==> src/verilog/hpdma_defs.svh <==
// Constants for the host memory port
`ifndef HPDMA_DEFS_SVH
`define HPDMA_DEFS_SVH
`define HPDMA_START_ADDR_OFFSET 14'h3fe0
`define HPDMA_CTRL_REG_BASE 14'h3fe0
`define HPDMA_TYPE_BIT 14
`define HPDMA_ADDR_MSB 13
`define HPDMA_BOOT_MODE 3'h5
`define HPDMA_FIFO_DEPTH 4
`define HPDMA_ZERO_ADDR 14'h0000
`endif

==> src/verilog/hpdma_pkg.sv <==
// Types for the host memory port
package hpdma_pkg;
   typedef enum logic [2:0] {
      HPDMA_IDLE = 3'b000,
      HPDMA_SYNC = 3'b001,
      HPDMA_ACCESS = 3'b010,
      HPDMA_WAIT_REL = 3'b011
   } hpdma_state_t;
   typedef struct packed {
      hpdma_state_t state;
      logic [14:0] start_address;
      logic hi_done;
      logic [15:0] pm_low;
      logic is_write;
      logic [15:0] rdata;
      logic ack;
      logic bus_oe;
      logic [15:0] bus_out;
      logic al_prev;
      logic boot_hold;
      logic boot_sampled;
      logic mem_we;
      logic mem_re;
      logic mem_pm;
      logic [13:0] mem_addr;
      logic [23:0] mem_wdata;
   } hpdma_regs_t;
endpackage

==> src/verilog/hpdma_fifo.sv <==
// Small valid/ready FIFO
module hpdma_fifo #(
   parameter int WIDTH = 40,
   parameter int DEPTH = 4
) (
   // Clock and reset
   input wire logic clk_i,
   input wire logic arst_n_i,
   // Fill side
   input wire logic in_valid_i,
   output logic in_ready_o,
   input wire logic [WIDTH-1:0] in_data_i,
   // Drain side
   output logic out_valid_o,
   input wire logic out_ready_i,
   output logic [WIDTH-1:0] out_data_o
);
   localparam int AW = $clog2(DEPTH);
   logic [WIDTH-1:0] mem_reg [DEPTH];
   logic [AW-1:0] wp_reg;
   logic [AW-1:0] rp_reg;
   logic [AW:0] cnt_reg;
   logic push;
   logic pop;
   assign in_ready_o = (cnt_reg != (AW+1)'(DEPTH));
   assign out_valid_o = (cnt_reg != '0);
   assign out_data_o = mem_reg[rp_reg];
   assign push = in_valid_i && in_ready_o;
   assign pop = out_valid_o && out_ready_i;
   always_ff @(posedge clk_i or negedge arst_n_i) begin
      if (!arst_n_i) begin
         wp_reg <= '0;
         rp_reg <= '0;
         cnt_reg <= '0;
      end else begin
         if (push) begin
            wp_reg <= (wp_reg == AW'(DEPTH-1)) ? '0 : wp_reg + 1'b1;
         end
         if (pop) begin
            rp_reg <= (rp_reg == AW'(DEPTH-1)) ? '0 : rp_reg + 1'b1;
         end
         cnt_reg <= cnt_reg + (AW+1)'(push) - (AW+1)'(pop);
      end
   end
   always_ff @(posedge clk_i) begin
      if (push) begin
         mem_reg[wp_reg] <= in_data_i;
      end
   end
endmodule

==> src/verilog/hpdma_port.sv <==
// Host memory access port with boot hold
`include "hpdma_defs.svh"
// Summary of operation
// - Host reaches program and data memory with one processor cycle per word, except program memory words, which take two for both reads and writes.
// - Host writes to the control register area are dropped.
// - One 16-bit multiplexed bus carries address and data, including 24-bit words.
// - Strobes are accepted at any time while the processor runs.
// - The latched address increments after each completed data memory access and after the second access of a program memory word.
// - The address phase carries a 14-bit address and one memory type bit.
// - Address and type are captured on the falling edge of address latch.
// - A request takes one cycle to synchronise and one cycle to access memory.
// - The start address register is also writable by the processor at its mapped address.
// - The host cannot read the start address back.
// - Boot through this port when mode pins are C=1, B=0, A=1.
// - In that boot mode execution stalls until program location 0 is written.
module hpdma_port
   import hpdma_pkg::*;
#(
   parameter int FIFO_DEPTH = `HPDMA_FIFO_DEPTH
) (
   // Clock and reset
   input wire logic clk_i,
   input wire logic arst_n_i,
   // Host pins
   input wire logic host_port_select_n_i,
   input wire logic host_address_latch_i,
   input wire logic host_read_strobe_n_i,
   input wire logic host_write_strobe_n_i,
   input wire logic [15:0] host_addr_data_bus_i,
   output logic [15:0] host_addr_data_bus_o,
   output logic host_addr_data_bus_oe_o,
   output logic host_port_ack_o,
   // Boot mode pins
   input wire logic [2:0] boot_mode_i,
   output logic exec_hold_o,
   // Processor write and read of start address
   input wire logic cpu_start_we_i,
   input wire logic [15:0] cpu_start_wdata_i,
   output logic [15:0] cpu_start_rdata_o,
   // Memory side write path
   output logic mem_we_o,
   output logic mem_pm_o,
   output logic [13:0] mem_addr_o,
   output logic [23:0] mem_wdata_o,
   // Memory side read path
   output logic mem_re_o,
   input wire logic [23:0] mem_rdata_i
);
   hpdma_regs_t r_reg;
   hpdma_regs_t r_next;
   logic [15:0] bus_s_reg;
   logic sel_s_reg;
   logic rd_s_reg;
   logic wr_s_reg;
   logic al_s_reg;
   logic fifo_in_ready;
   logic fifo_out_valid;
   logic [46:0] fifo_out_data;
   logic fifo_pop;
   logic [46:0] fifo_in_data;
   logic fifo_push;

   // Control register area check
   function automatic logic is_ctrl_area(input logic pm, input logic [13:0] a);
      is_ctrl_area = !pm && (a >= `HPDMA_CTRL_REG_BASE);
   endfunction

   // Strobe synchroniser stage
   always_ff @(posedge clk_i or negedge arst_n_i) begin
      if (!arst_n_i) begin
         sel_s_reg <= 1'b0;
         rd_s_reg <= 1'b0;
         wr_s_reg <= 1'b0;
         al_s_reg <= 1'b0;
         bus_s_reg <= 16'h0000;
      end else begin
         sel_s_reg <= !host_port_select_n_i;
         rd_s_reg <= !host_read_strobe_n_i;
         wr_s_reg <= !host_write_strobe_n_i;
         al_s_reg <= host_address_latch_i;
         bus_s_reg <= host_addr_data_bus_i;
      end
   end

   // Write words queue before memory
   assign fifo_in_data = {r_reg.start_address, r_reg.pm_low, host_word()};
   function automatic logic [15:0] host_word();
      host_word = bus_s_reg;
   endfunction
   assign fifo_pop = fifo_out_valid;

   hpdma_fifo #(.WIDTH(47), .DEPTH(FIFO_DEPTH)) u_fifo (
      .clk_i(clk_i),
      .arst_n_i(arst_n_i),
      .in_valid_i(fifo_push),
      .in_ready_o(fifo_in_ready),
      .in_data_i(fifo_in_data),
      .out_valid_o(fifo_out_valid),
      .out_ready_i(1'b1),
      .out_data_o(fifo_out_data)
   );

   always_comb begin
      r_next = r_reg;
      fifo_push = 1'b0;
      r_next.mem_we = 1'b0;
      r_next.mem_re = 1'b0;
      r_next.al_prev = al_s_reg;
      if (!r_reg.boot_sampled) begin
         r_next.boot_sampled = 1'b1;
         r_next.boot_hold = (boot_mode_i == `HPDMA_BOOT_MODE);
      end
      // Address latch on falling edge of latch strobe
      if (sel_s_reg && r_reg.al_prev && !al_s_reg) begin
         r_next.start_address = bus_s_reg[`HPDMA_TYPE_BIT:0];
         r_next.hi_done = 1'b0;
      end
      if (cpu_start_we_i) begin
         r_next.start_address = cpu_start_wdata_i[`HPDMA_TYPE_BIT:0];
         r_next.hi_done = 1'b0;
      end
      // Drain queued writes into memory, one cycle each
      if (fifo_pop) begin
         r_next.mem_pm = fifo_out_data[46];
         r_next.mem_addr = fifo_out_data[45:32];
         r_next.mem_wdata = fifo_out_data[46] ? {fifo_out_data[31:16], fifo_out_data[7:0]}
                                              : {8'h00, fifo_out_data[15:0]};
         r_next.mem_we = !is_ctrl_area(fifo_out_data[46], fifo_out_data[45:32]);
         if (fifo_out_data[46] && fifo_out_data[45:32] == `HPDMA_ZERO_ADDR) begin
            r_next.boot_hold = 1'b0;
         end
      end
      case (r_reg.state)
         HPDMA_IDLE: begin
            r_next.ack = fifo_in_ready;
            if (sel_s_reg && (rd_s_reg || wr_s_reg) && fifo_in_ready) begin
               r_next.is_write = wr_s_reg;
               r_next.ack = 1'b0;
               r_next.state = HPDMA_SYNC;
            end
         end
         HPDMA_SYNC: begin
            r_next.state = HPDMA_ACCESS;
            if (!r_reg.is_write) begin
               r_next.mem_re = 1'b1;
               r_next.mem_pm = r_reg.start_address[`HPDMA_TYPE_BIT];
               r_next.mem_addr = r_reg.start_address[`HPDMA_ADDR_MSB:0];
            end
         end
         HPDMA_ACCESS: begin
            r_next.state = HPDMA_WAIT_REL;
            r_next.ack = 1'b1;
            if (r_reg.is_write) begin
               if (r_reg.start_address[`HPDMA_TYPE_BIT] && !r_reg.hi_done) begin
                  r_next.pm_low = bus_s_reg;
                  r_next.hi_done = 1'b1;
               end else begin
                  fifo_push = 1'b1;
                  r_next.hi_done = 1'b0;
                  r_next.start_address[`HPDMA_ADDR_MSB:0] =
                     r_reg.start_address[`HPDMA_ADDR_MSB:0] + 14'h0001;
               end
            end else begin
               // Read data returned, never the start address
               if (r_reg.start_address[`HPDMA_TYPE_BIT] && !r_reg.hi_done) begin
                  r_next.rdata = mem_rdata_i[23:8];
                  r_next.hi_done = 1'b1;
               end else begin
                  r_next.rdata = r_reg.start_address[`HPDMA_TYPE_BIT] ? {8'h00, mem_rdata_i[7:0]}
                                                                     : mem_rdata_i[15:0];
                  r_next.hi_done = 1'b0;
                  r_next.start_address[`HPDMA_ADDR_MSB:0] =
                     r_reg.start_address[`HPDMA_ADDR_MSB:0] + 14'h0001;
               end
               r_next.bus_out = r_next.rdata;
               r_next.bus_oe = 1'b1;
            end
         end
         HPDMA_WAIT_REL: begin
            if (!(rd_s_reg || wr_s_reg) || !sel_s_reg) begin
               r_next.bus_oe = 1'b0;
               r_next.state = HPDMA_IDLE;
            end
         end
         default: begin
            r_next.state = HPDMA_IDLE;
         end
      endcase
   end

   always_ff @(posedge clk_i or negedge arst_n_i) begin
      if (!arst_n_i) begin
         r_reg <= '{state: HPDMA_IDLE, boot_hold: 1'b1, default: '0};
      end else begin
         r_reg <= r_next;
      end
   end

   assign host_addr_data_bus_o = r_reg.bus_out;
   assign host_addr_data_bus_oe_o = r_reg.bus_oe;
   assign host_port_ack_o = r_reg.ack;
   assign exec_hold_o = r_reg.boot_hold;
   assign cpu_start_rdata_o = {1'b0, r_reg.start_address};
   assign mem_we_o = r_reg.mem_we;
   assign mem_re_o = r_reg.mem_re;
   assign mem_pm_o = r_reg.mem_pm;
   assign mem_addr_o = r_reg.mem_addr;
   assign mem_wdata_o = r_reg.mem_wdata;
endmodule

==> config.mk <==
export PLATFORM = sky130hd
export DESIGN_NAME = hpdma_port
export DESIGN_NICKNAME = d
export VERILOG_FILES = /design/src/verilog/hpdma_pkg.sv /design/src/verilog/hpdma_fifo.sv /design/src/verilog/hpdma_port.sv
export VERILOG_INCLUDE_DIRS = /design/src /design/src/verilog
export SDC_FILE = /design/constraint.sdc
export NUM_CORES = 1
export LEC_CHECK = 0
export BUFFER_PORTS_ARGS = -buffer_cell sky130_fd_sc_hd__buf_4
export CAP_MARGIN = 10
export CORE_UTILIZATION = 60
export DETAILED_ROUTE_END_ITERATION = 8
export PLACE_DENSITY = 0.81
export SLEW_MARGIN = 20
export SYNTH_ARGS = -nofsm -noshare
export SYNTH_HDL_FRONTEND = slang
export SYNTH_SLANG_ARGS = --single-unit
==> constraint.sdc <==
create_clock -name clk_i -period 6 [get_ports clk_i]
set_input_delay 0.6 -clock clk_i [delete_from_list [all_inputs] [get_ports clk_i]]
set_output_delay 0.6 -clock clk_i [all_outputs]
set_load 0.01 [all_outputs]
# Word level (Yosys, flattened, before mapping)
# Memories as Yosys holds them, arrays and structs flattened.
# Cells that the tools add are included.
# op_classes
n_reduce_logical	31
n_bitwise	1
muxes	32
n_addsub	5
n_eq_ne	10
order_cmp	1
# ops
cell	count
2-to-1 mux 16 bit	8
2-to-1 mux 39 bit	1
2-to-1 mux 31 bit	1
2-to-1 mux 24 bit	1
2-to-1 mux 17 bit	1
adder 14 x 1 -> 14 bit, second input constant	1
>= comparator 14 bit, second input constant	1
logical NOT 14 bit	1
2-to-1 mux 14 bit	1
one-hot mux 3 bit (4 select lines)	1
2-to-1 mux 1 bit	11
logical NOT 1 bit	9
logical AND 1 bit	8
== test 3 x 2 -> 1 bit, second input constant	2
2-to-1 mux 2 bit	3
2-to-1 mux 3 bit	2
inequality test 2 bit, second input constant	3
AND reduction 2 bit	3
AND reduction 3 bit	2
nonzero test 2 bit	3
nonzero test 3 bit	2
adder 2 x 1 -> 2 bit, second input constant	2
== test 2 bit, second input constant	2
one-hot mux 1 bit (2 select lines)	2
8 further kinds	9
# totals
register_bits	125
word_cells	106
output_inout_bits	76
mem_count	1
in_bits	66
ramBits	188
# mem_list
memory	words	width	rd	rd_ports_with_merged_regs	wr	line_no	rtl
u_fifo.mem_reg	4	47	1	0	1	hpdma_fifo.sv:19	logic [WIDTH-1:0] mem_reg [DEPTH];

# Longest topological paths before layout
# Gate-level depths: netlist of the first run.
# depth
depth_word	8
mapped_depth	11
ltp_nobuf	9

# By module
# Synthesis of the first run repeated with hierarchy kept, for this count alone.
# hier_totals
hier_cells	816
hier_area_um2	12904.9
# modules_own_cells
mod	n_inst	cells_each	area_each_um2	seq_area_each_um2
hpdma_fifo	1	284	7224.4	5820.6
hpdma_port	1	532	5680.4	2929.1

# Worst setup path after synthesis of the first run
# OpenSTA, ideal clock, no wires.
# synth_path
path_kind	reg2reg
startpoint	reg r_reg[111] (netlist name)
endpoint	mem u_fifo.mem_reg[3][0] (enable)
required_ns	5.591
stages_incl_launch_ff	7
path_buffers	1
t_arrival_ns	2.327
period_less_slack_ns	2.736
path_slack_ns	3.264
setup_time_ns	0.409
cell_sequence	dfrtp_1 > inv_1 > ha_1 > buf_2 > nand2_1 > nor3_2 > and2_1
# synth_via
elab_chain_len	5
# synth_rtl
element	line_no	rtl
from (decl)	hpdma_port.sv:49	hpdma_regs_t r_reg;
from (signal assigned)	hpdma_port.sv:195	r_reg <= r_next;
== test 3 x 2 -> 1 bit	hpdma_port.sv:133	case (r_reg.state)
2-to-1 mux 1 bit	hpdma_port.sv:133	
logical AND 1 bit	hpdma_fifo.sv:28	assign push = in_valid_i && in_ready_o;
net u_fifo.push	hpdma_fifo.sv:23	logic push;
2-to-1 mux 1 bit	hpdma_fifo.sv:46	if (push) begin
2-to-1 mux 1 bit (not written as such)	hpdma_fifo.sv:47	mem_reg[wp_reg] <= in_data_i;
to (decl)	hpdma_fifo.sv:19	
# The timed path passes the listed nets, and every way through them passes these cells.

# Worst setup path in the final report of the first run
# layout_path
startpoint	reg r_reg, in the netlist cpu_start_rdata_o[14]
endpoint	reg r_reg, in the netlist fifo_in_data[27]
# layout_via
elab_chain_len	2
# layout_rtl
element	line_no	rtl
logical AND 1 bit	hpdma_port.sv:154	if (r_reg.start_address[`HPDMA_TYPE_BIT] && !r_reg.hi_done) begin
AND reduction 3 bit (no source line)	-	
# No other way between the ends.
# A chain may end at the register's enable or synchronous reset.

==> run_summary.xml, run 1 <==
<?xml version="1.0" encoding="UTF-8"?>
<metrics>
  <group name="status">
    <metric name="status" unit="">finished clean</metric>
  </group>
  <group name="global_route">
    <metric name="number_of_antenna_violations_at_the_first_check_in_global_routing" unit="">0</metric>
    <metric name="grt_pass1_vias" unit="">7124</metric>
    <metric name="total_grt_usage" unit="%">23.33</metric>
    <metric name="grt_start_max_net_pins" unit="">70</metric>
    <metric name="global_route.overflow_total" unit="">0</metric>
    <metric name="first_pass_grt_wire_length" unit="mm">38.88</metric>
  </group>
  <group name="synthesis">
    <metric name="post_synthesis_instance_total" unit="">858</metric>
    <metric name="synth_nets" unit="">938</metric>
    <metric name="syn_area_per_cell" unit="um2">15.18</metric>
    <metric name="synth_top_cell_area_share" unit="%">43.35</metric>
    <metric name="post_synth_edffs" unit="">188</metric>
    <metric name="fraction_of_synthesis_flops_using_an_asynchronous_set_or_reset_pin" unit="%">39.74</metric>
    <metric name="synth_top_cells_by_count" unit="">188 x sky130_fd_sc_hd__edfxtp_1, 123 x sky130_fd_sc_hd__dfrtp_1, 101 x sky130_fd_sc_hd__nand2_1</metric>
    <metric name="yosys-top-cells-area" unit="">sky130_fd_sc_hd__edfxtp_1 43%, sky130_fd_sc_hd__dfrtp_1 24%, sky130_fd_sc_hd__mux2i_1 5.5%</metric>
    <metric name="yosys_reg_bits" unit="">312</metric>
    <metric name="yosys_warnings" unit="">0</metric>
    <metric name="synth_area_leader_cell" unit="">sky130_fd_sc_hd__edfxtp_1</metric>
    <metric name="synthesis.area" unit="mm2">0.01302</metric>
    <metric name="synthDistinctLibCells" unit="">44</metric>
    <metric name="synth_flop_cell" unit="">sky130_fd_sc_hd__edfxtp_1</metric>
    <metric name="synth-seq-area-share" unit="%">67.18</metric>
    <metric name="post-synth-top-count-cell" unit="">sky130_fd_sc_hd__edfxtp_1</metric>
  </group>
  <group name="power_and_ir_drop">
    <metric name="p_switching" unit="uW">2264</metric>
    <metric name="power_frac_clock" unit="%">26.0</metric>
    <metric name="pwr_density_cell" unit="mW/mm2">491.2</metric>
    <metric name="intPower" unit="uW">4986</metric>
    <metric name="p_comb_share" unit="%">27.6</metric>
    <metric name="switching_share" unit="%">31.23</metric>
    <metric name="sequentialPowerShare" unit="%">46.4</metric>
    <metric name="p_leak" unit="uW">0.005927</metric>
    <metric name="worst_ir_drop_vdd" unit="mV">0.3043</metric>
  </group>
  <group name="critical_path">
    <metric name="cpMaxStageDelayCell" unit="">sky130_fd_sc_hd__nand3_1</metric>
    <metric name="start_kind" unit="">register</metric>
    <metric name="reg2reg_from" unit="">cpu_start_rdata_o[14]$_DFFE_PN0P_</metric>
    <metric name="timing.critical_path.fanout_max" unit="">21</metric>
    <metric name="depth_of_the_worst_register_to_register_path" unit="">3</metric>
    <metric name="timing.critical_path.cells" unit="">nor2b_2, nand3_1, mux2_2</metric>
    <metric name="critPathCaptureType" unit="">register</metric>
    <metric name="timing.rr.end" unit="">fifo_in_data[27]$_DFFE_PN0P_</metric>
    <metric name="path_class" unit="">reg -&gt; reg</metric>
    <metric name="cp_data_arrival_time" unit="ns">3.75</metric>
    <metric name="timing.critical_path.slowest_cell_delay" unit="ns">0.94</metric>
    <metric name="worst_ep_required_time" unit="ns">6.41</metric>
    <metric name="reg2reg_slack" unit="ns">2.67</metric>
  </group>
  <group name="clock_tree">
    <metric name="cts_root_buf" unit="">sky130_fd_sc_hd__clkbuf_16</metric>
    <metric name="clock_path_buffers" unit="">3</metric>
    <metric name="cts_made_buffers" unit="">31</metric>
    <metric name="postCtsSetupRepairBufs" unit="">0</metric>
    <metric name="cts_num_sinks" unit="">312</metric>
    <metric name="cts_resized" unit="">0</metric>
    <metric name="cts_hold_buffers" unit="">0</metric>
    <metric name="clkLatencyLatePin" unit="ns">0.54</metric>
    <metric name="htree_num_levels" unit="">1</metric>
    <metric name="clk_pin_slew" unit="ns">0.06</metric>
    <metric name="tritoncts" unit="">done</metric>
  </group>
  <group name="die">
    <metric name="row_count" unit="">53</metric>
    <metric name="floorplan.initialDensity" unit="%">61.57</metric>
    <metric name="die-height" unit="um">149.3</metric>
    <metric name="die-width" unit="um">149.3</metric>
    <metric name="boundaryPins" unit="">142</metric>
    <metric name="dieArea" unit="mm2">0.02230</metric>
    <metric name="core_region_area" unit="mm2">0.02115</metric>
  </group>
  <group name="timing">
    <metric name="clock_skew" unit="ns">0.01580</metric>
    <metric name="setup-tns-final" unit="ns">0</metric>
    <metric name="worst_pin_slew" unit="ns">1.047</metric>
    <metric name="peak_freq" unit="MHz">299.9</metric>
    <metric name="finalSetupViolCount" unit="">0</metric>
    <metric name="grt_setup_unrepaired" unit="">false</metric>
    <metric name="rel_slew_slack" unit="%">30.20</metric>
    <metric name="period_share" unit="%">55.57</metric>
    <metric name="post-route-min-period" unit="ns">3.334</metric>
    <metric name="timing.final.hold_violations" unit="">0</metric>
    <metric name="slew_violations" unit="">0</metric>
  </group>
  <group name="detailed_routing">
    <metric name="drt_iter0_drc" unit="">444</metric>
    <metric name="remaining_drc_errors" unit="">0</metric>
    <metric name="drt_wl_total" unit="mm">25.25</metric>
    <metric name="num_vias" unit="">7045</metric>
    <metric name="postRouteAntennaNets" unit="">0</metric>
    <metric name="drt_pre_antenna_iters" unit="">5</metric>
    <metric name="post_drt_wl_per_cell" unit="um">20.58</metric>
    <metric name="routed_via_density" unit="">5.742</metric>
  </group>
  <group name="finish">
    <metric name="layout-drive-gt1-share" unit="%">27.10</metric>
    <metric name="fin_util" unit="%">69.78</metric>
    <metric name="largest_register_ff_count" unit="">188</metric>
    <metric name="num-nets-final" unit="">1008</metric>
    <metric name="antenna_cells_inserted" unit="">0</metric>
    <metric name="signed_area_change_from_the_synthesized_netlist_to_the_final_layout" unit="%">13.33</metric>
  </group>
  <group name="run">
    <metric name="max_cap_viols" unit="">0</metric>
  </group>
  <group name="placement">
    <metric name="detailed_place_hpwl" unit="mm">15.68</metric>
    <metric name="routability_congestion_estimate" unit="">0.7842</metric>
    <metric name="port_buffers" unit="">139</metric>
  </group>
  <group name="hold_path">
    <metric name="timing.hold.worst.class" unit="">in -&gt; async</metric>
  </group>
</metrics>
-- routing by layer --
metal / part of all wire, % / vias up / track usage, %
met4: 2.3 / 0 / 7.704
met1: 41 / 3549 / 30.47
li1: - / 3195 / -
met3: 6.9 / 42 / 4.312
met2: 50 / 259 / 39.65
met5: 0 / - / 0
-- cells by family after synthesis --
kind of cell | after synthesis | synth area share [%]
AO/OA/AOI/OAI | 97 | 4.381
XOR/XNOR | 14 | 0.9415
flip-flops | 312 | 67.18
buffers and inverters | 127 | 6.206
other | 2 | 0.05766
multiplexers | 130 | 14.05
AND/OR/NAND/NOR | 162 | 5.783
adder cells (fa/ha/maj) | 14 | 1.403
-- worst max-delay path by stage --
stage | startpoint | endpoint | cells past startpoint
floorplan | r_reg[111]$_DFFE_PN0P_ | u_fifo.mem_reg[3][0]$_DFFE_PP_ | 6
global placement | cpu_start_rdata_o[14]$_DFFE_PN0P_ | fifo_in_data[27]$_DFFE_PN0P_ | 3
detailed placement | cpu_start_rdata_o[14]$_DFFE_PN0P_ | fifo_in_data[27]$_DFFE_PN0P_ | 3
CTS | cpu_start_rdata_o[14]$_DFFE_PN0P_ | fifo_in_data[27]$_DFFE_PN0P_ | 3
global route | cpu_start_rdata_o[14]$_DFFE_PN0P_ | fifo_in_data[23]$_DFFE_PN0P_ | 3
finish | cpu_start_rdata_o[14]$_DFFE_PN0P_ | fifo_in_data[27]$_DFFE_PN0P_ | 3
-- power by group through the flow --
stage / clock network, uW / registers, uW / logic (uW)
finish: 1880 / 3360 / 2000
floorplan: 0 / 3170 / 1710
global route: 2000 / 3420 / 2200
CTS: 1910 / 3360 / 2030
global placement: 0 / 3360 / 1940
detailed placement: 0 / 3390 / 2010
-- final cells by class --
type                    instances  area [um2]
inverters                      15       56.30
repair buffers                149        1130
clock inverters                17       187.7
multi-input cells             419        3481
clock buffers                  40       809.5
fillers                      1350        6394
well taps                     275       344.1
flip-flops and latches        312        8752
-- stage by stage --
step | hold slack, ns | instances | area [um2] | setup slack [ns] | power (uW)
floorplan | 0.3044 | 858 | 13020 | 3.264 | 4878
global placement | 0.3556 | 1169 | 13750 | 2.795 | 5303
detailed placement | 0.3637 | 1169 | 13750 | 2.706 | 5402
CTS | 0.07959 | 1226 | 14750 | 2.684 | 7291
global route | 0.1043 | 1227 | 14760 | 2.530 | 7620
finish | 0.06537 | 1227 | 14760 | 2.666 | 7250
-- placed cells by master (no fill, tap or decap), types with 5 or more instances in the layout --
master                      synthesis  routed
sky130_fd_sc_hd__a21oi_1           10      10
sky130_fd_sc_hd__buf_4             73     147
sky130_fd_sc_hd__clkbuf_1          17       9
sky130_fd_sc_hd__clkbuf_16          0      31
sky130_fd_sc_hd__clkinv_1           0       5
sky130_fd_sc_hd__clkinv_2           0       5
sky130_fd_sc_hd__dfrtp_1          123     121
sky130_fd_sc_hd__edfxtp_1         188     188
sky130_fd_sc_hd__ha_1              13      13
sky130_fd_sc_hd__inv_1             14      14
sky130_fd_sc_hd__mux2_2            21      21
sky130_fd_sc_hd__mux2i_1           71      71
sky130_fd_sc_hd__mux4_1             7       7
sky130_fd_sc_hd__mux4_2            31      31
sky130_fd_sc_hd__nand2_1          101     101
sky130_fd_sc_hd__nand2b_1          11      11
sky130_fd_sc_hd__nand3_1            7       7
sky130_fd_sc_hd__nand4_1            5       5
sky130_fd_sc_hd__nor2_1             5       5
sky130_fd_sc_hd__nor2b_1           10       8
sky130_fd_sc_hd__nor3_1             7       6
sky130_fd_sc_hd__o211ai_1          14      14
sky130_fd_sc_hd__o21a_1            12      12
sky130_fd_sc_hd__o21ai_0           55      55
sky130_fd_sc_hd__xnor2_1            6       6
sky130_fd_sc_hd__xor2_1             8       8
-- worst max-delay path: cells and delay by family, from the launching register on --
| family | cells | cell delay, ns |
|---|---|---|
| mux | 1 | 0.59 |
| simple gates | 2 | 1.84 |
| flops | 1 | 0.76 |
Power figures use the tool's default switching activity.
==> run 2: changes to the inputs <==
Settings changed: CORE_UTILIZATION 60 to 58, PLACE_DENSITY 0.81 to 0.79.
Clock period 6 ns to 3.41 ns, I/O delays scaled along.
==> run_summary.xml, run 2 (synthesis results as in run 1) <==
<?xml version="1.0" encoding="UTF-8"?>
<metrics>
  <group name="power_and_ir_drop">
    <metric name="p_leak" unit="uW">0.006096</metric>
    <metric name="pwr_density_cell" unit="mW/mm2">858.6</metric>
    <metric name="sequentialPowerShare" unit="%">45.8</metric>
    <metric name="power_frac_clock" unit="%">26.8</metric>
    <metric name="p_comb_share" unit="%">27.4</metric>
    <metric name="switching_share" unit="%">31.30</metric>
    <metric name="p_switching" unit="uW">4060</metric>
    <metric name="intPower" unit="uW">8913</metric>
    <metric name="worst_ir_drop_vdd" unit="mV">0.4460</metric>
  </group>
  <group name="timing">
    <metric name="rel_slew_slack" unit="%">32.99</metric>
    <metric name="period_share" unit="%">71.55</metric>
    <metric name="grt_setup_unrepaired" unit="">false</metric>
    <metric name="clock_skew" unit="ns">0.01343</metric>
    <metric name="peak_freq" unit="MHz">409.8</metric>
    <metric name="timing.final.hold_violations" unit="">0</metric>
    <metric name="worst_pin_slew" unit="ns">1.002</metric>
    <metric name="setup-tns-final" unit="ns">0</metric>
    <metric name="post-route-min-period" unit="ns">2.440</metric>
    <metric name="finalSetupViolCount" unit="">0</metric>
    <metric name="slew_violations" unit="">0</metric>
    <metric name="worst_hold_slack" unit="ns">0.03829</metric>
  </group>
  <group name="run">
    <metric name="max_cap_viols" unit="">0</metric>
  </group>
  <group name="clock_tree">
    <metric name="clk_pin_slew" unit="ns">0.06</metric>
    <metric name="cts_num_sinks" unit="">312</metric>
    <metric name="cts_root_buf" unit="">sky130_fd_sc_hd__clkbuf_16</metric>
    <metric name="cts_resized" unit="">0</metric>
    <metric name="clkLatencyLatePin" unit="ns">0.56</metric>
    <metric name="tritoncts" unit="">done</metric>
    <metric name="cts_made_buffers" unit="">31</metric>
    <metric name="clock_path_buffers" unit="">3</metric>
    <metric name="htree_num_levels" unit="">1</metric>
  </group>
  <group name="die">
    <metric name="boundaryPins" unit="">142</metric>
    <metric name="floorplan.initialDensity" unit="%">59.49</metric>
    <metric name="dieArea" unit="mm2">0.02306</metric>
    <metric name="die-height" unit="um">151.9</metric>
    <metric name="core_region_area" unit="mm2">0.02189</metric>
    <metric name="row_count" unit="">54</metric>
    <metric name="die-width" unit="um">151.9</metric>
  </group>
  <group name="critical_path">
    <metric name="path_class" unit="">reg -&gt; reg</metric>
    <metric name="timing.critical_path.fanout_max" unit="">10</metric>
    <metric name="critPathCaptureType" unit="">register</metric>
    <metric name="reg2reg_from" unit="">r_reg[111]$_DFFE_PN0P_</metric>
    <metric name="startpoint" unit="">r_reg[111]$_DFFE_PN0P_</metric>
    <metric name="worst_ep_required_time" unit="ns">3.89</metric>
    <metric name="cp_data_arrival_time" unit="ns">2.92</metric>
    <metric name="start_kind" unit="">register</metric>
  </group>
  <group name="global_route">
    <metric name="total_grt_usage" unit="%">22.49</metric>
    <metric name="global_route.overflow_total" unit="">0</metric>
    <metric name="grt_start_max_net_pins" unit="">101</metric>
    <metric name="first_pass_grt_wire_length" unit="mm">40.60</metric>
    <metric name="number_of_antenna_violations_at_the_first_check_in_global_routing" unit="">0</metric>
    <metric name="grt_pass1_vias" unit="">7428</metric>
  </group>
  <group name="finish">
    <metric name="antenna_cells_inserted" unit="">0</metric>
    <metric name="largest_register_ff_count" unit="">188</metric>
    <metric name="num-nets-final" unit="">1037</metric>
    <metric name="signed_area_change_from_the_synthesized_netlist_to_the_final_layout" unit="%">16.02</metric>
    <metric name="layout-drive-gt1-share" unit="%">27.90</metric>
    <metric name="final_common_cell" unit="">sky130_fd_sc_hd__edfxtp_1</metric>
    <metric name="mostFrequentLayoutCells" unit="">188 x sky130_fd_sc_hd__edfxtp_1, 153 x sky130_fd_sc_hd__buf_4, 121 x sky130_fd_sc_hd__dfrtp_1</metric>
  </group>
  <group name="hold_path">
    <metric name="hp-start" unit="">cpu_start_wdata_i[0]</metric>
    <metric name="timing.hold.worst.class" unit="">in -&gt; reg</metric>
  </group>
  <group name="placement">
    <metric name="routability_congestion_estimate" unit="">0.8347</metric>
    <metric name="port_buffers" unit="">139</metric>
    <metric name="detailed_place_hpwl" unit="mm">16.23</metric>
  </group>
  <group name="detailed_routing">
    <metric name="routed_via_density" unit="">5.731</metric>
    <metric name="drt_wl_total" unit="mm">25.75</metric>
    <metric name="top_layer_reached_by_signal_wires" unit="">met4</metric>
    <metric name="postRouteAntennaNets" unit="">0</metric>
    <metric name="drt_pre_antenna_iters" unit="">5</metric>
    <metric name="remaining_drc_errors" unit="">0</metric>
    <metric name="post_drt_wl_per_cell" unit="um">20.40</metric>
    <metric name="met1_length" unit="mm">10.56</metric>
    <metric name="routed-wl-met3" unit="mm">1.821</metric>
    <metric name="drt_iter0_drc" unit="">444</metric>
    <metric name="num_vias" unit="">7233</metric>
    <metric name="dr_wl_met2" unit="mm">12.76</metric>
  </group>
  <group name="status">
    <metric name="status" unit="">finished clean</metric>
  </group>
</metrics>
## run 2: cell count changes in the layout (fill, tap and decap cells not counted), sizes merged
cell / delta
clkbuf: -4
clkinv: +2
bufinv: +1
inv: +2
buf: +7
dlygate4sd3: +22
## run 2: power groups by stage
stage	registers [uW]	clock network, uW	logic [uW]
2_1_floorplan	5580	0	3010
3_3_place_gp	5950	0	3430
3_5_place_dp	6010	0	3560
4_1_cts	5940	3520	3600
5_1_grt	6070	3650	3880
6_report	5940	3480	3550
## run 2: repair_timing
item / 4_1_cts / 5_1_grt
hold buffers: 22 / 0
hold endpoints to repair: 119 / 0
setup buffers: 0 / 0
## run 2: worst paths after layout
check | slack, ns | endpoint | depth (start not counted)
min in group asynchronous | 0.48 | bus_s_reg[15]$_DFF_PN0_ | 2
worst max-delay path | 0.97 | u_fifo.cnt_reg[2]$_DFF_PN0_ | 9
worst min-delay path | 0.04 | cpu_start_rdata_o[0]$_DFF_PN0_ | 3
max in group asynchronous | 2.10 | exec_hold_o$_DFF_PN1_ | 3
worst min register to register | 0.37 | r_reg[43]$_DFF_PN0_ | 0
worst max register to register | 0.97 | u_fifo.cnt_reg[2]$_DFF_PN0_ | 9
## run 2: metrics by stage
step                      std cells  setup slack (ns)  utilization [%]  power (uW)  area, um2
after floorplan                 858            0.6735                -        8582      13020
after global placement         1182             1.061            63.22        9384      13840
after detailed placement       1182             1.003            63.22        9570      13840
after CTS                      1262            0.9453            69.02       13060      15110
after global routing           1262            0.7471            69.02       13600      15110
final                          1262            0.9701            69.02       12970      15110
## run 2: layer usage
layer / vias to the layer above / global-route usage (%)
met5: - / 0
met4: 0 / 6.286
met3: 54 / 3.736
met2: 292 / 37.53
met1: 3625 / 30.85
li1: 3262 / -
## run 2: critical path: stages, from the launching register on
cell	delay (ns)
sky130_fd_sc_hd__dfrtp_1	0.42
sky130_fd_sc_hd__inv_1	0.12
sky130_fd_sc_hd__ha_1	0.36
sky130_fd_sc_hd__nand2_1	0.11
sky130_fd_sc_hd__nor3_2	0.37
sky130_fd_sc_hd__ha_1	0.23
sky130_fd_sc_hd__inv_1	0.05
sky130_fd_sc_hd__fa_1	0.38
sky130_fd_sc_hd__xnor2_1	0.19
sky130_fd_sc_hd__xnor2_1	0.14
## run 2: area by class of cell
class,count,area (um2)
clock inverters,22,245.2
well taps,280,350.3
flip-flops and latches,312,8752
inverters,15,56.30
fillers,1476,6782
multi-input cells,419,3481
repair buffers,178,1420
clock buffers,36,804.5
